--- src/rtl/cpc_pkg.sv ---
// Constants, frame and status carriers for the CAN power-unit command interpreter
package cpc_pkg;
    // Link figures; bit timing itself lives in the CAN controller
    localparam int LINK_BIT_RATE_BPS = 250000;
    localparam logic [20:0] ID_WRITE_BASE = 21'h000c05;
    localparam logic [20:0] ID_ANSWER_BASE = 21'h000c04;
    localparam logic [3:0] LEN_WRITE = 4'h4;
    localparam logic [3:0] LEN_READ = 4'h2;
    localparam logic [3:0] LEN_ANSWER = 4'h4;
    // Command codes
    localparam logic [15:0] CMD_CHARGE_CURRENT = 16'h00b0;
    localparam logic [15:0] CMD_CHARGE_VOLTAGE = 16'h00b1;
    localparam logic [15:0] CMD_CURVE_SETUP = 16'h00b4;
    localparam logic [15:0] CMD_SETTINGS_UNLOCK = 16'h00cf;
    localparam logic [15:0] CMD_OUTPUT_CONTROL = 16'h0100;
    localparam logic [15:0] CMD_MODE_SETUP = 16'h0101;
    localparam logic [15:0] CMD_OUTPUT_VOLTAGE = 16'h0102;
    localparam logic [15:0] CMD_OUTPUT_FREQUENCY = 16'h0103;
    localparam logic [15:0] CMD_STATE_WORD = 16'h011d;
    localparam logic [15:0] CMD_FAULT_WORD = 16'h011e;
    localparam logic [15:0] UNLOCK_PASSWORD = 16'h574d;
    // Field positions in the output operation control register
    localparam int OPC_ON_OFF_BIT = 0;
    localparam int OPC_ENABLE_BIT = 1;
    localparam int OPC_CHARGER_BIT = 2;
    localparam logic [2:0] OPC_RESET = 3'h5;
    localparam logic [1:0] MODE_SUPPLY = 2'h0;
    localparam logic [1:0] MODE_SAVING = 2'h1;
    localparam logic [1:0] PHASE_ZERO = 2'h0;
    localparam logic [1:0] PHASE_UNSUPPORTED = 2'h1;
    // Reset values of the settings; plain defaults, 0.01 scaling on charge current and voltage, whole units on output voltage and frequency
    localparam logic [15:0] CHARGE_CURRENT_RESET = 16'h1388;
    localparam logic [15:0] CHARGE_VOLTAGE_RESET = 16'h15e0;
    localparam logic [15:0] CURVE_SETUP_RESET = 16'h0000;
    localparam logic [15:0] OUTPUT_VOLTAGE_RESET = 16'h00e6;
    localparam logic [15:0] OUTPUT_FREQUENCY_RESET = 16'h0032;
    localparam int FAULT_WIDTH = 13;

    typedef struct packed {
        logic ext;
        logic [28:0] id;
        logic [3:0] len;
        logic [7:0] b0;
        logic [7:0] b1;
        logic [7:0] b2;
        logic [7:0] b3;
    } cpc_frame_s;

    typedef struct packed {
        logic [1:0] outputPhaseSelect;
        logic batteryLowAlarm;
        logic savingActive;
        logic solarDisable;
        logic chargerActive;
        logic mainsPresent;
        logic outputFromUtility;
        logic outputFromPowerStage;
    } cpc_status_s;

    typedef struct packed {
        logic hit;
        logic isWrite;
        logic isRead;
        logic [15:0] cmd;
        logic [15:0] value;
    } cpc_request_s;
endpackage : cpc_pkg

--- src/rtl/cpc_command_unit.sv ---
// Command interpreter: settings, status and fault words reached over CAN frames
`timescale 1ns/1ps
`default_nettype none
module cpc_command_unit (
    input wire logic clock,
    input wire logic rst_n,
    input wire logic [7:0] unitAddress,
    input wire logic rxValid,
    input wire cpc_pkg::cpc_frame_s rxFrame,
    output logic txValid,
    output cpc_pkg::cpc_frame_s txFrame,
    input wire logic txReady,
    input wire cpc_pkg::cpc_status_s statusPins,
    input wire logic [cpc_pkg::FAULT_WIDTH-1:0] faultPins,
    input wire logic restartPin,
    output logic acOutputOn,
    output logic chargerInBypassOn,
    output logic solarCharger_n,
    output logic [1:0] operationModeSelect,
    output logic [15:0] chargeCurrentSetpoint,
    output logic [15:0] chargeVoltageSetpoint,
    output logic [15:0] chargeCurveSetup,
    output logic [15:0] outputVoltageActive,
    output logic [15:0] outputFrequencyActive
);
    cpc_pkg::cpc_request_s req;
    cpc_pkg::cpc_status_s statusMeta;
    cpc_pkg::cpc_status_s statusSync;
    logic [cpc_pkg::FAULT_WIDTH-1:0] faultMeta;
    logic [cpc_pkg::FAULT_WIDTH-1:0] faultSync;
    logic restartMeta;
    logic restartSync;
    logic [2:0] outputControl;
    logic settingsUnlocked;
    logic [15:0] outputVoltageSetting;
    logic [15:0] outputFrequencySetting;
    logic writeHit;
    logic readHit;
    logic [15:0] readValue;
    logic readKnown;
    logic [15:0] stateWord;
    logic [15:0] faultWord;

    ////////////////////////////////////////////////////////////////////////////////
    // Frame classification

    cpc_frame_decode u_decode (
        .frame(rxFrame),
        .unitAddress(unitAddress),
        .request(req)
    );

    assign writeHit = rxValid && req.isWrite;
    assign readHit = rxValid && req.isRead;

    ////////////////////////////////////////////////////////////////////////////////
    // Pin synchronisers; the first stage feeds only the second

    always_ff @(posedge clock) begin
        if (!rst_n) begin
            statusMeta <= '0;
            statusSync <= '0;
            faultMeta <= '0;
            faultSync <= '0;
            restartMeta <= 1'b0;
            restartSync <= 1'b0;
        end else begin
            statusMeta <= statusPins;
            statusSync <= statusMeta;
            faultMeta <= faultPins;
            faultSync <= faultMeta;
            restartMeta <= restartPin;
            restartSync <= restartMeta;
        end
    end

    ////////////////////////////////////////////////////////////////////////////////
    // Status and fault words as seen on a read

    // Phase code 01 is unsupported and reads as zero
    assign stateWord = {6'h00,
                        (statusSync.outputPhaseSelect == cpc_pkg::PHASE_UNSUPPORTED) ?
                            cpc_pkg::PHASE_ZERO : statusSync.outputPhaseSelect,
                        1'b0,
                        statusSync.batteryLowAlarm,
                        statusSync.savingActive,
                        statusSync.solarDisable,
                        statusSync.chargerActive,
                        statusSync.mainsPresent,
                        statusSync.outputFromUtility,
                        statusSync.outputFromPowerStage};

    // Low byte overload, protection and storage flags; high byte trips; rest zero
    assign faultWord = {3'h0, faultSync};

    // Read multiplexer; unknown commands get no answer at all
    always_comb begin
        readKnown = 1'b1;
        readValue = 16'h0000;
        unique case (req.cmd)
            cpc_pkg::CMD_CHARGE_CURRENT: readValue = chargeCurrentSetpoint;
            cpc_pkg::CMD_CHARGE_VOLTAGE: readValue = chargeVoltageSetpoint;
            cpc_pkg::CMD_CURVE_SETUP: readValue = chargeCurveSetup;
            cpc_pkg::CMD_SETTINGS_UNLOCK: readValue = 16'h0000;
            cpc_pkg::CMD_OUTPUT_CONTROL: readValue = {13'h0000, outputControl};
            cpc_pkg::CMD_MODE_SETUP: readValue = {14'h0000, operationModeSelect};
            cpc_pkg::CMD_OUTPUT_VOLTAGE: readValue = outputVoltageSetting;
            cpc_pkg::CMD_OUTPUT_FREQUENCY: readValue = outputFrequencySetting;
            cpc_pkg::CMD_STATE_WORD: readValue = stateWord;
            cpc_pkg::CMD_FAULT_WORD: readValue = faultWord;
            default: readKnown = 1'b0;
        endcase
    end

    ////////////////////////////////////////////////////////////////////////////////
    // Charge curve settings, carried as 0.01-scaled integers

    always_ff @(posedge clock) begin
        if (!rst_n) begin
            chargeCurrentSetpoint <= cpc_pkg::CHARGE_CURRENT_RESET;
            chargeVoltageSetpoint <= cpc_pkg::CHARGE_VOLTAGE_RESET;
            chargeCurveSetup <= cpc_pkg::CURVE_SETUP_RESET;
        end else if (writeHit) begin
            if (req.cmd == cpc_pkg::CMD_CHARGE_CURRENT) begin
                chargeCurrentSetpoint <= req.value;
            end
            if (req.cmd == cpc_pkg::CMD_CHARGE_VOLTAGE) begin
                chargeVoltageSetpoint <= req.value;
            end
            if (req.cmd == cpc_pkg::CMD_CURVE_SETUP) begin
                chargeCurveSetup <= req.value;
            end
        end
    end

    ////////////////////////////////////////////////////////////////////////////////
    // Output operation control and mode selection

    always_ff @(posedge clock) begin
        if (!rst_n) begin
            outputControl <= cpc_pkg::OPC_RESET;
        end else if (writeHit && req.cmd == cpc_pkg::CMD_OUTPUT_CONTROL) begin
            outputControl <= req.value[2:0];
        end
    end

    // Reserved mode codes are refused so the field never holds one
    always_ff @(posedge clock) begin
        if (!rst_n) begin
            operationModeSelect <= cpc_pkg::MODE_SUPPLY;
        end else if (writeHit && req.cmd == cpc_pkg::CMD_MODE_SETUP && !req.value[1]) begin
            operationModeSelect <= req.value[1:0];
        end
    end

    // On/off bit only governs the output once software control is enabled
    always_ff @(posedge clock) begin
        if (!rst_n) begin
            acOutputOn <= 1'b1;
            chargerInBypassOn <= 1'b1;
            solarCharger_n <= 1'b0;
        end else begin
            acOutputOn <= outputControl[cpc_pkg::OPC_ENABLE_BIT] ?
                          outputControl[cpc_pkg::OPC_ON_OFF_BIT] : 1'b1;
            chargerInBypassOn <= outputControl[cpc_pkg::OPC_CHARGER_BIT];
            solarCharger_n <= statusSync.solarDisable;
        end
    end

    ////////////////////////////////////////////////////////////////////////////////
    // Protected output voltage and frequency

    // Unlock persists until a wrong password or a restart, so both settings can follow
    always_ff @(posedge clock) begin
        if (!rst_n) begin
            settingsUnlocked <= 1'b0;
        end else if (writeHit && req.cmd == cpc_pkg::CMD_SETTINGS_UNLOCK) begin
            settingsUnlocked <= (req.value == cpc_pkg::UNLOCK_PASSWORD);
        end else if (restartSync) begin
            settingsUnlocked <= 1'b0;
        end
    end

    always_ff @(posedge clock) begin
        if (!rst_n) begin
            outputVoltageSetting <= cpc_pkg::OUTPUT_VOLTAGE_RESET;
            outputFrequencySetting <= cpc_pkg::OUTPUT_FREQUENCY_RESET;
        end else if (writeHit && settingsUnlocked) begin
            if (req.cmd == cpc_pkg::CMD_OUTPUT_VOLTAGE) begin
                outputVoltageSetting <= req.value;
            end
            if (req.cmd == cpc_pkg::CMD_OUTPUT_FREQUENCY) begin
                outputFrequencySetting <= req.value;
            end
        end
    end

    // Stored settings reach the power stage only on a restart
    always_ff @(posedge clock) begin
        if (!rst_n) begin
            outputVoltageActive <= cpc_pkg::OUTPUT_VOLTAGE_RESET;
            outputFrequencyActive <= cpc_pkg::OUTPUT_FREQUENCY_RESET;
        end else if (restartSync) begin
            outputVoltageActive <= outputVoltageSetting;
            outputFrequencyActive <= outputFrequencySetting;
        end
    end

    ////////////////////////////////////////////////////////////////////////////////
    // Answer frame; a read arriving while an answer waits is dropped

    always_ff @(posedge clock) begin
        if (!rst_n) begin
            txValid <= 1'b0;
            txFrame <= '0;
        end else if (txValid) begin
            if (txReady) begin
                txValid <= 1'b0;
            end
        end else if (readHit && readKnown) begin
            txValid <= 1'b1;
            txFrame.ext <= 1'b1;
            txFrame.id <= {cpc_pkg::ID_ANSWER_BASE, unitAddress};
            txFrame.len <= cpc_pkg::LEN_ANSWER;
            txFrame.b0 <= req.cmd[7:0];
            txFrame.b1 <= req.cmd[15:8];
            txFrame.b2 <= readValue[7:0];
            txFrame.b3 <= readValue[15:8];
        end
    end
endmodule : cpc_command_unit
`default_nettype wire

--- src/rtl/cpc_frame_decode.sv ---
// Classifies a received frame into a read or write request for this unit
`timescale 1ns/1ps
`default_nettype none
module cpc_frame_decode (
    input wire cpc_pkg::cpc_frame_s frame,
    input wire logic [7:0] unitAddress,
    output cpc_pkg::cpc_request_s request
);
    logic addrMatch;
    logic baseWrite;

    // Only extended frames addressed to us count
    assign addrMatch = frame.ext && (frame.id[7:0] == unitAddress);
    assign baseWrite = frame.id[28:8] == cpc_pkg::ID_WRITE_BASE;
    assign request.isWrite = addrMatch && baseWrite && (frame.len == cpc_pkg::LEN_WRITE);
    assign request.isRead = addrMatch && baseWrite && (frame.len == cpc_pkg::LEN_READ);
    assign request.hit = request.isWrite || request.isRead;
    // Command and value both arrive low byte first
    assign request.cmd = {frame.b1, frame.b0};
    assign request.value = {frame.b3, frame.b2};
endmodule : cpc_frame_decode
`default_nettype wire

--- config.mk ---
export PLATFORM = sky130hd
export DESIGN_NAME = cpc_command_unit
export DESIGN_NICKNAME = d
export VERILOG_FILES = /design/src/rtl/cpc_pkg.sv /design/src/rtl/cpc_command_unit.sv /design/src/rtl/cpc_frame_decode.sv
export SDC_FILE = /design/constraint.sdc
export NUM_CORES = 1
export LEC_CHECK = 0
export ABC_AREA = 0
export BUFFER_PORTS_ARGS = -buffer_cell sky130_fd_sc_hd__buf_2
export CORE_AREA = 2 2 119 144
export DETAILED_ROUTE_END_ITERATION = 10
export DIE_AREA = 0 0 121 146
export PLACE_DENSITY = 0.89
export SLEW_MARGIN = 20
export SYNTH_ARGS = -nofsm -noshare
export SYNTH_HDL_FRONTEND = slang
export SYNTH_SLANG_ARGS = --single-unit
--- constraint.sdc ---
create_clock -name clock -period 5.2 [get_ports clock]
set_input_delay 0.26 -clock clock [delete_from_list [all_inputs] [get_ports clock]]
set_output_delay 0.26 -clock clock [all_outputs]
set_load 0.05 [all_outputs]
-- Word level (Yosys, flattened, before mapping)
Cells that the tools add are included.
- output and inout port bits: 152
- input port bits: 101
- bits in registers: 210
- word-level logic and storage cells: 87
- reduce and logical (&&, ||, !) cells: 22
- multiplexer cells: 8
- equality and inequality tests: 16
- bitwise logic cells: 1
- operators with widths (operator ; number):
    $pmux 16 s9 ; 1
    $eq 16x9->1 const B ; 6
    $eq 16x8->1 const B ; 4
    $eq 21x12->1 const B ; 1
    $eq 16x15->1 const B ; 1
    $reduce_and 2->1 ; 7
    $logic_and 1x1->1 ; 12
    $reduce_or 10->1 ; 1
    $eq 8x8->1 ; 1
    $mux 1 ; 6
    $eq 4x2->1 const B ; 1
    $eq 4x3->1 const B ; 1
    $eq 2x1->1 const B ; 1
    $mux 2 ; 1
    $reduce_bool 2->1 ; 1
    $logic_not 1->1 ; 1
    $not 1->1 ; 1

-- Logic depth before layout (Yosys ltp)
- word-level depth: 8
- gate-level depth with buffers: 9
- depth with buffers taken out: 5

-- Modules after synthesis
Synthesis repeated with hierarchy kept, for this count alone.
- cell total of the unflattened synthesis: 952
- area, all modules: 8704.6 sq um
- by module, submodules not included (module ; cells each ; area each (sq um) ; times used ; seq. area each (sq um)):
    cpc_command_unit ; 896 ; 8266.7 ; 1 ; 4184.0
    cpc_frame_decode ; 56 ; 437.9 ; 1 ; 0.0

-- Worst setup path before layout
No wires, ideal clock.
- kind: input to register
- start point: in rxFrame[57] (netlist name)
- end point: reg chargeCurrentSetpoint[3]
- arrival: 1.764 ns
- library setup time: 0.137 ns
- slack: 3.299 ns
- required time: 5.063 ns
- cell stages on the path: 7
- path buffers: 2
- cells stage by stage: nor4_1 -> nand4_1 -> or4_1 -> buf_4 -> buf_6 -> o21ai_1 -> nand3_1
- word-level cells in the longest chain between the ends: 5
- RTL lines (what ; line ; RTL):
    from (decl) ; cpc_command_unit.sv:9 ; input wire cpc_pkg::cpc_frame_s rxFrame,
    $eq 21x12->1 ; cpc_frame_decode.sv:14 ; assign baseWrite = frame.id[28:8] == cpc_pkg::ID_WRITE_BASE;
    $logic_and 1x1->1 (2 in series) ; cpc_frame_decode.sv:15 ; assign request.isWrite = addrMatch && baseWrite && (frame.len == cpc_pkg::LEN_WRITE);
    $logic_and 1x1->1 ; cpc_command_unit.sv:53 ; assign writeHit = rxValid && req.isWrite;
    $reduce_and 2->1 (no line) ; -- ;
    to (signal assigned) ; cpc_command_unit.sv:120 ; chargeCurrentSetpoint <= cpc_pkg::CHARGE_CURRENT_RESET;
    to (signal assigned) ; cpc_command_unit.sv:125 ; chargeCurrentSetpoint <= req.value;
    to (decl) ; cpc_command_unit.sv:20 ; output logic [15:0] chargeCurrentSetpoint,
Every way passes these cells.
A chain may end at the register's enable or synchronous reset.

-- Final worst setup path
- start point: in rxFrame[17] (netlist name)
- end point: reg txFrame[26] (netlist name)
- word-level cells in the longest chain between the ends: 5
- elaborated cells on any way between the ends: 14
- classes of those cells: 10 x eq/ne; 1 x mux; 3 x reduce/logical
- RTL lines (what ; line ; RTL):
    $eq 16x8->1 or $eq 16x9->1 (tied branches) ; cpc_command_unit.sv:100 ; unique case (req.cmd)
    $reduce_or 10->1 (no line) * ; -- ;
    $mux 1 * ; cpc_command_unit.sv:100 ;
    $logic_and 1x1->1 * ; cpc_command_unit.sv:220 ; end else if (readHit && readKnown) begin
    $reduce_and 2->1 (no line) * ; -- ;
    to (decl) ; cpc_command_unit.sv:11 ; output cpc_pkg::cpc_frame_s txFrame,
Mark *: on every way between the ends. The rest lies on a longest branch, timed or not.

==> impl_metrics.json <==
{
  "hold_buffers": 23,
  "regArea_mm2": 0.004185,
  "ys_top_cells_by_count": "dfxtp_1, nand3_1, o21ai_1",
  "die_h_um": 146,
  "tns_ps": 0,
  "tritoncts": "done",
  "cellPowerDensity_mw_per_mm2": 320.3,
  "cp_max_fo": 19,
  "fin_skew_ps": 13.35,
  "postSynthAreaPerCell_um2": 9.105,
  "synth_top_area_share_pct": 47.03,
  "layout-drive-gt1-share_pct": 24.87,
  "hold_ws_ps": 27.58,
  "post_cts_buffers": 0,
  "die_width_um": 121,
  "irDropWorstVdd_v": 0.0002204,
  "io_pins": 253,
  "synth_cells": 977,
  "max-cap-violations": 0,
  "grt_pass1_wl_mm": 44.55,
  "synth_cell_types": 52,
  "gp_congestion": 0.9371,
  "end_kind": "flop",
  "synth-seq-area-share_pct": 47.03,
  "required_ps": 5610,
  "clk_latency_ps": 500,
  "max_clock_freq_ghz": 0.3723,
  "synth.largest_area_cell": "dfxtp_1",
  "worstSetupPathType": "primary input to flop",
  "yosysMostFrequentCell": "dfxtp_1",
  "synth.area.top_cells": "dfxtp_1, mux2i_1, nand3_1, o21ai_1, and2_1",
  "clk_path_buf_depth": 3,
  "reg2reg_slack_ps": 2750,
  "dieArea_mm2": 0.01767,
  "setup_viol": 0,
  "ctsResizeCount": 0,
  "portBuffers": 231,
  "p_leak_uw": 0.004243,
  "hold_viol_final": 0,
  "cts.sinks": 209,
  "initial_core_util_pct": 55.10,
  "grt_max_degree": 119,
  "fin_crit_ps": 2686,
  "vias": 8551,
  "post-route-drc-count": 0,
  "layout.nets": 1269,
  "yosysWarnings": 0,
  "relSlewSlack_pct": 24.74,
  "synth-main-ff-cell": "dfxtp_1",
  "num_rows": 51,
  "drt_iter0_markers": 1202,
  "area_delta_synth_final_pct": 21.88,
  "grt_overflow": 0,
  "root_buffer": "clkbuf_16",
  "worstMarginPinSlew_ps": 1129,
  "synth_edf_count": 0,
  "drtAntennaViolNets": 0,
  "crit_arrival_ps": 3090,
  "path_clk_slew_ps": 70,
  "track_usage_pct": 31.95,
  "via_per_inst": 6.134,
  "antenna_cells": 0,
  "dp_hpwl_mm": 19.49,
  "grt_pass1_vias": 8074,
  "drt-pass1-iter-count": 7,
  "multi_input_area_mm2": 0.004154,
  "antenna_found_initial": 0,
  "nFillCells": 1253,
  "drt-total-wl_mm": 29.14,
  "ys_ff_latch": 209,
  "cts-buffers-inserted": 20,
  "netlist_area_mm2": 0.008896,
  "worstHoldPathType": "primary input to flop",
  "period_share_pct": 51.65,
  "outcome": "completed",
  "cts_max_level": 1,
  "detail_route.wl_per_cell_um": 20.91,
  "rsz0062_at_grt": "no",
  "finalMaxSlewViolations": 0,
  "cp-start-kind": "primary input",
  "coreArea_mm2": 0.01614,
  "async_flop_share_pct": 0
}
## per-stage QoR
| stage | total power [uW] | util [%] | instances | cell area (um2) | setup WS (ps) |
|---|---|---|---|---|---|
| 3_3_place_gp | 1857 | 61.11 | 1335 | 9866 | 2186 |
| 2_1_floorplan | 1793 | - | 997 | 8971 | 3299 |
| 6_report | 3473 | 67.16 | 1394 | 10840 | 2514 |
| 3_5_place_dp | 1860 | 61.11 | 1335 | 9866 | 2057 |
| 4_1_cts | 3474 | 67.16 | 1394 | 10840 | 2573 |
| 5_1_grt | 3559 | 67.16 | 1394 | 10840 | 2353 |
## state kept, by name (all words and copies together) (netlist names), 2 cells and up
signal	flops
txFrame	41
chargeCurrentSetpoint	16
chargeCurveSetup	16
chargeVoltageSetpoint	16
outputFrequencyActive	16
outputFrequencySetting	16
outputVoltageActive	16
outputVoltageSetting	16
faultMeta	13
faultSync	13
statusMeta	9
stateWord	7
outputControl	3
operationModeSelect	2
statusSync	2
## final timing paths
kind	endpoint	start	cells after the start
setup reg to reg	txFrame[26]	txValid	5
setup / recovery	txFrame[26]	rxFrame[17]	6
hold / removal	txFrame[39]	unitAddress[3]	3
hold reg to reg	faultSync[4]	faultMeta[4]	1
## cell usage in the layout (no fill, tap or decap), types with 15 or more instances in the layout
| cell type | n |
|---|---|
| nand3_1 | 85 |
| mux2i_1 | 72 |
| o21ai_1 | 73 |
| dlygate4sd3_1 | 23 |
| dfxtp_1 | 208 |
| buf_2 | 231 |
| a21oi_1 | 67 |
| o32ai_1 | 15 |
| nand4_1 | 45 |
| conb_1 | 21 |
| o2bb2ai_1 | 17 |
| clkbuf_16 | 21 |
| nand2_1 | 50 |
| and2_1 | 58 |
| nor2_1 | 37 |
## power by group
part           internal (uW)  switching, uW
logic                   74.6            144
registers               1620           9.53
clock network           1000            623
## layout make-up
cell class                 instances  area share, %
inverter                          12         0.4154
tap                              212          2.446
multi-input combinational        663          38.31
timing repair buffer             262          13.34
clock inverter                    10          1.408
clock buffer                      26          5.481
sequential                       209          38.60
## kinds of logic (layout without fill, tap and decap cells)
group                     after synthesis  in the layout  synth area share, %
and+or+nand+nor                       344            344                21.80
AOI/OAI and AO/OA                     217            217                14.71
DFF                                   209            209                47.03
buffers and inverters                 125            310                7.426
muxes                                  72             72                8.101
xor gates and xnor gates                9              9               0.8861
other                                   1             21              0.04215
## worst max-delay path, cell delays in order
cell and delay, ps:
buf_2 110, nor4_2 860, nand3_1 350, o32ai_1 320, o21a_1 880, mux2i_1 300
## metal layers
metal	wire length (um)	track usage [%]	vias to the layer above
li1	-	-	3868
met1	10410	39.61	3974
met2	13880	52.47	595
met3	3125	5.799	114
met4	1732	16.80	0
met5	0	0	-
Power figures use the tool's default switching activity.
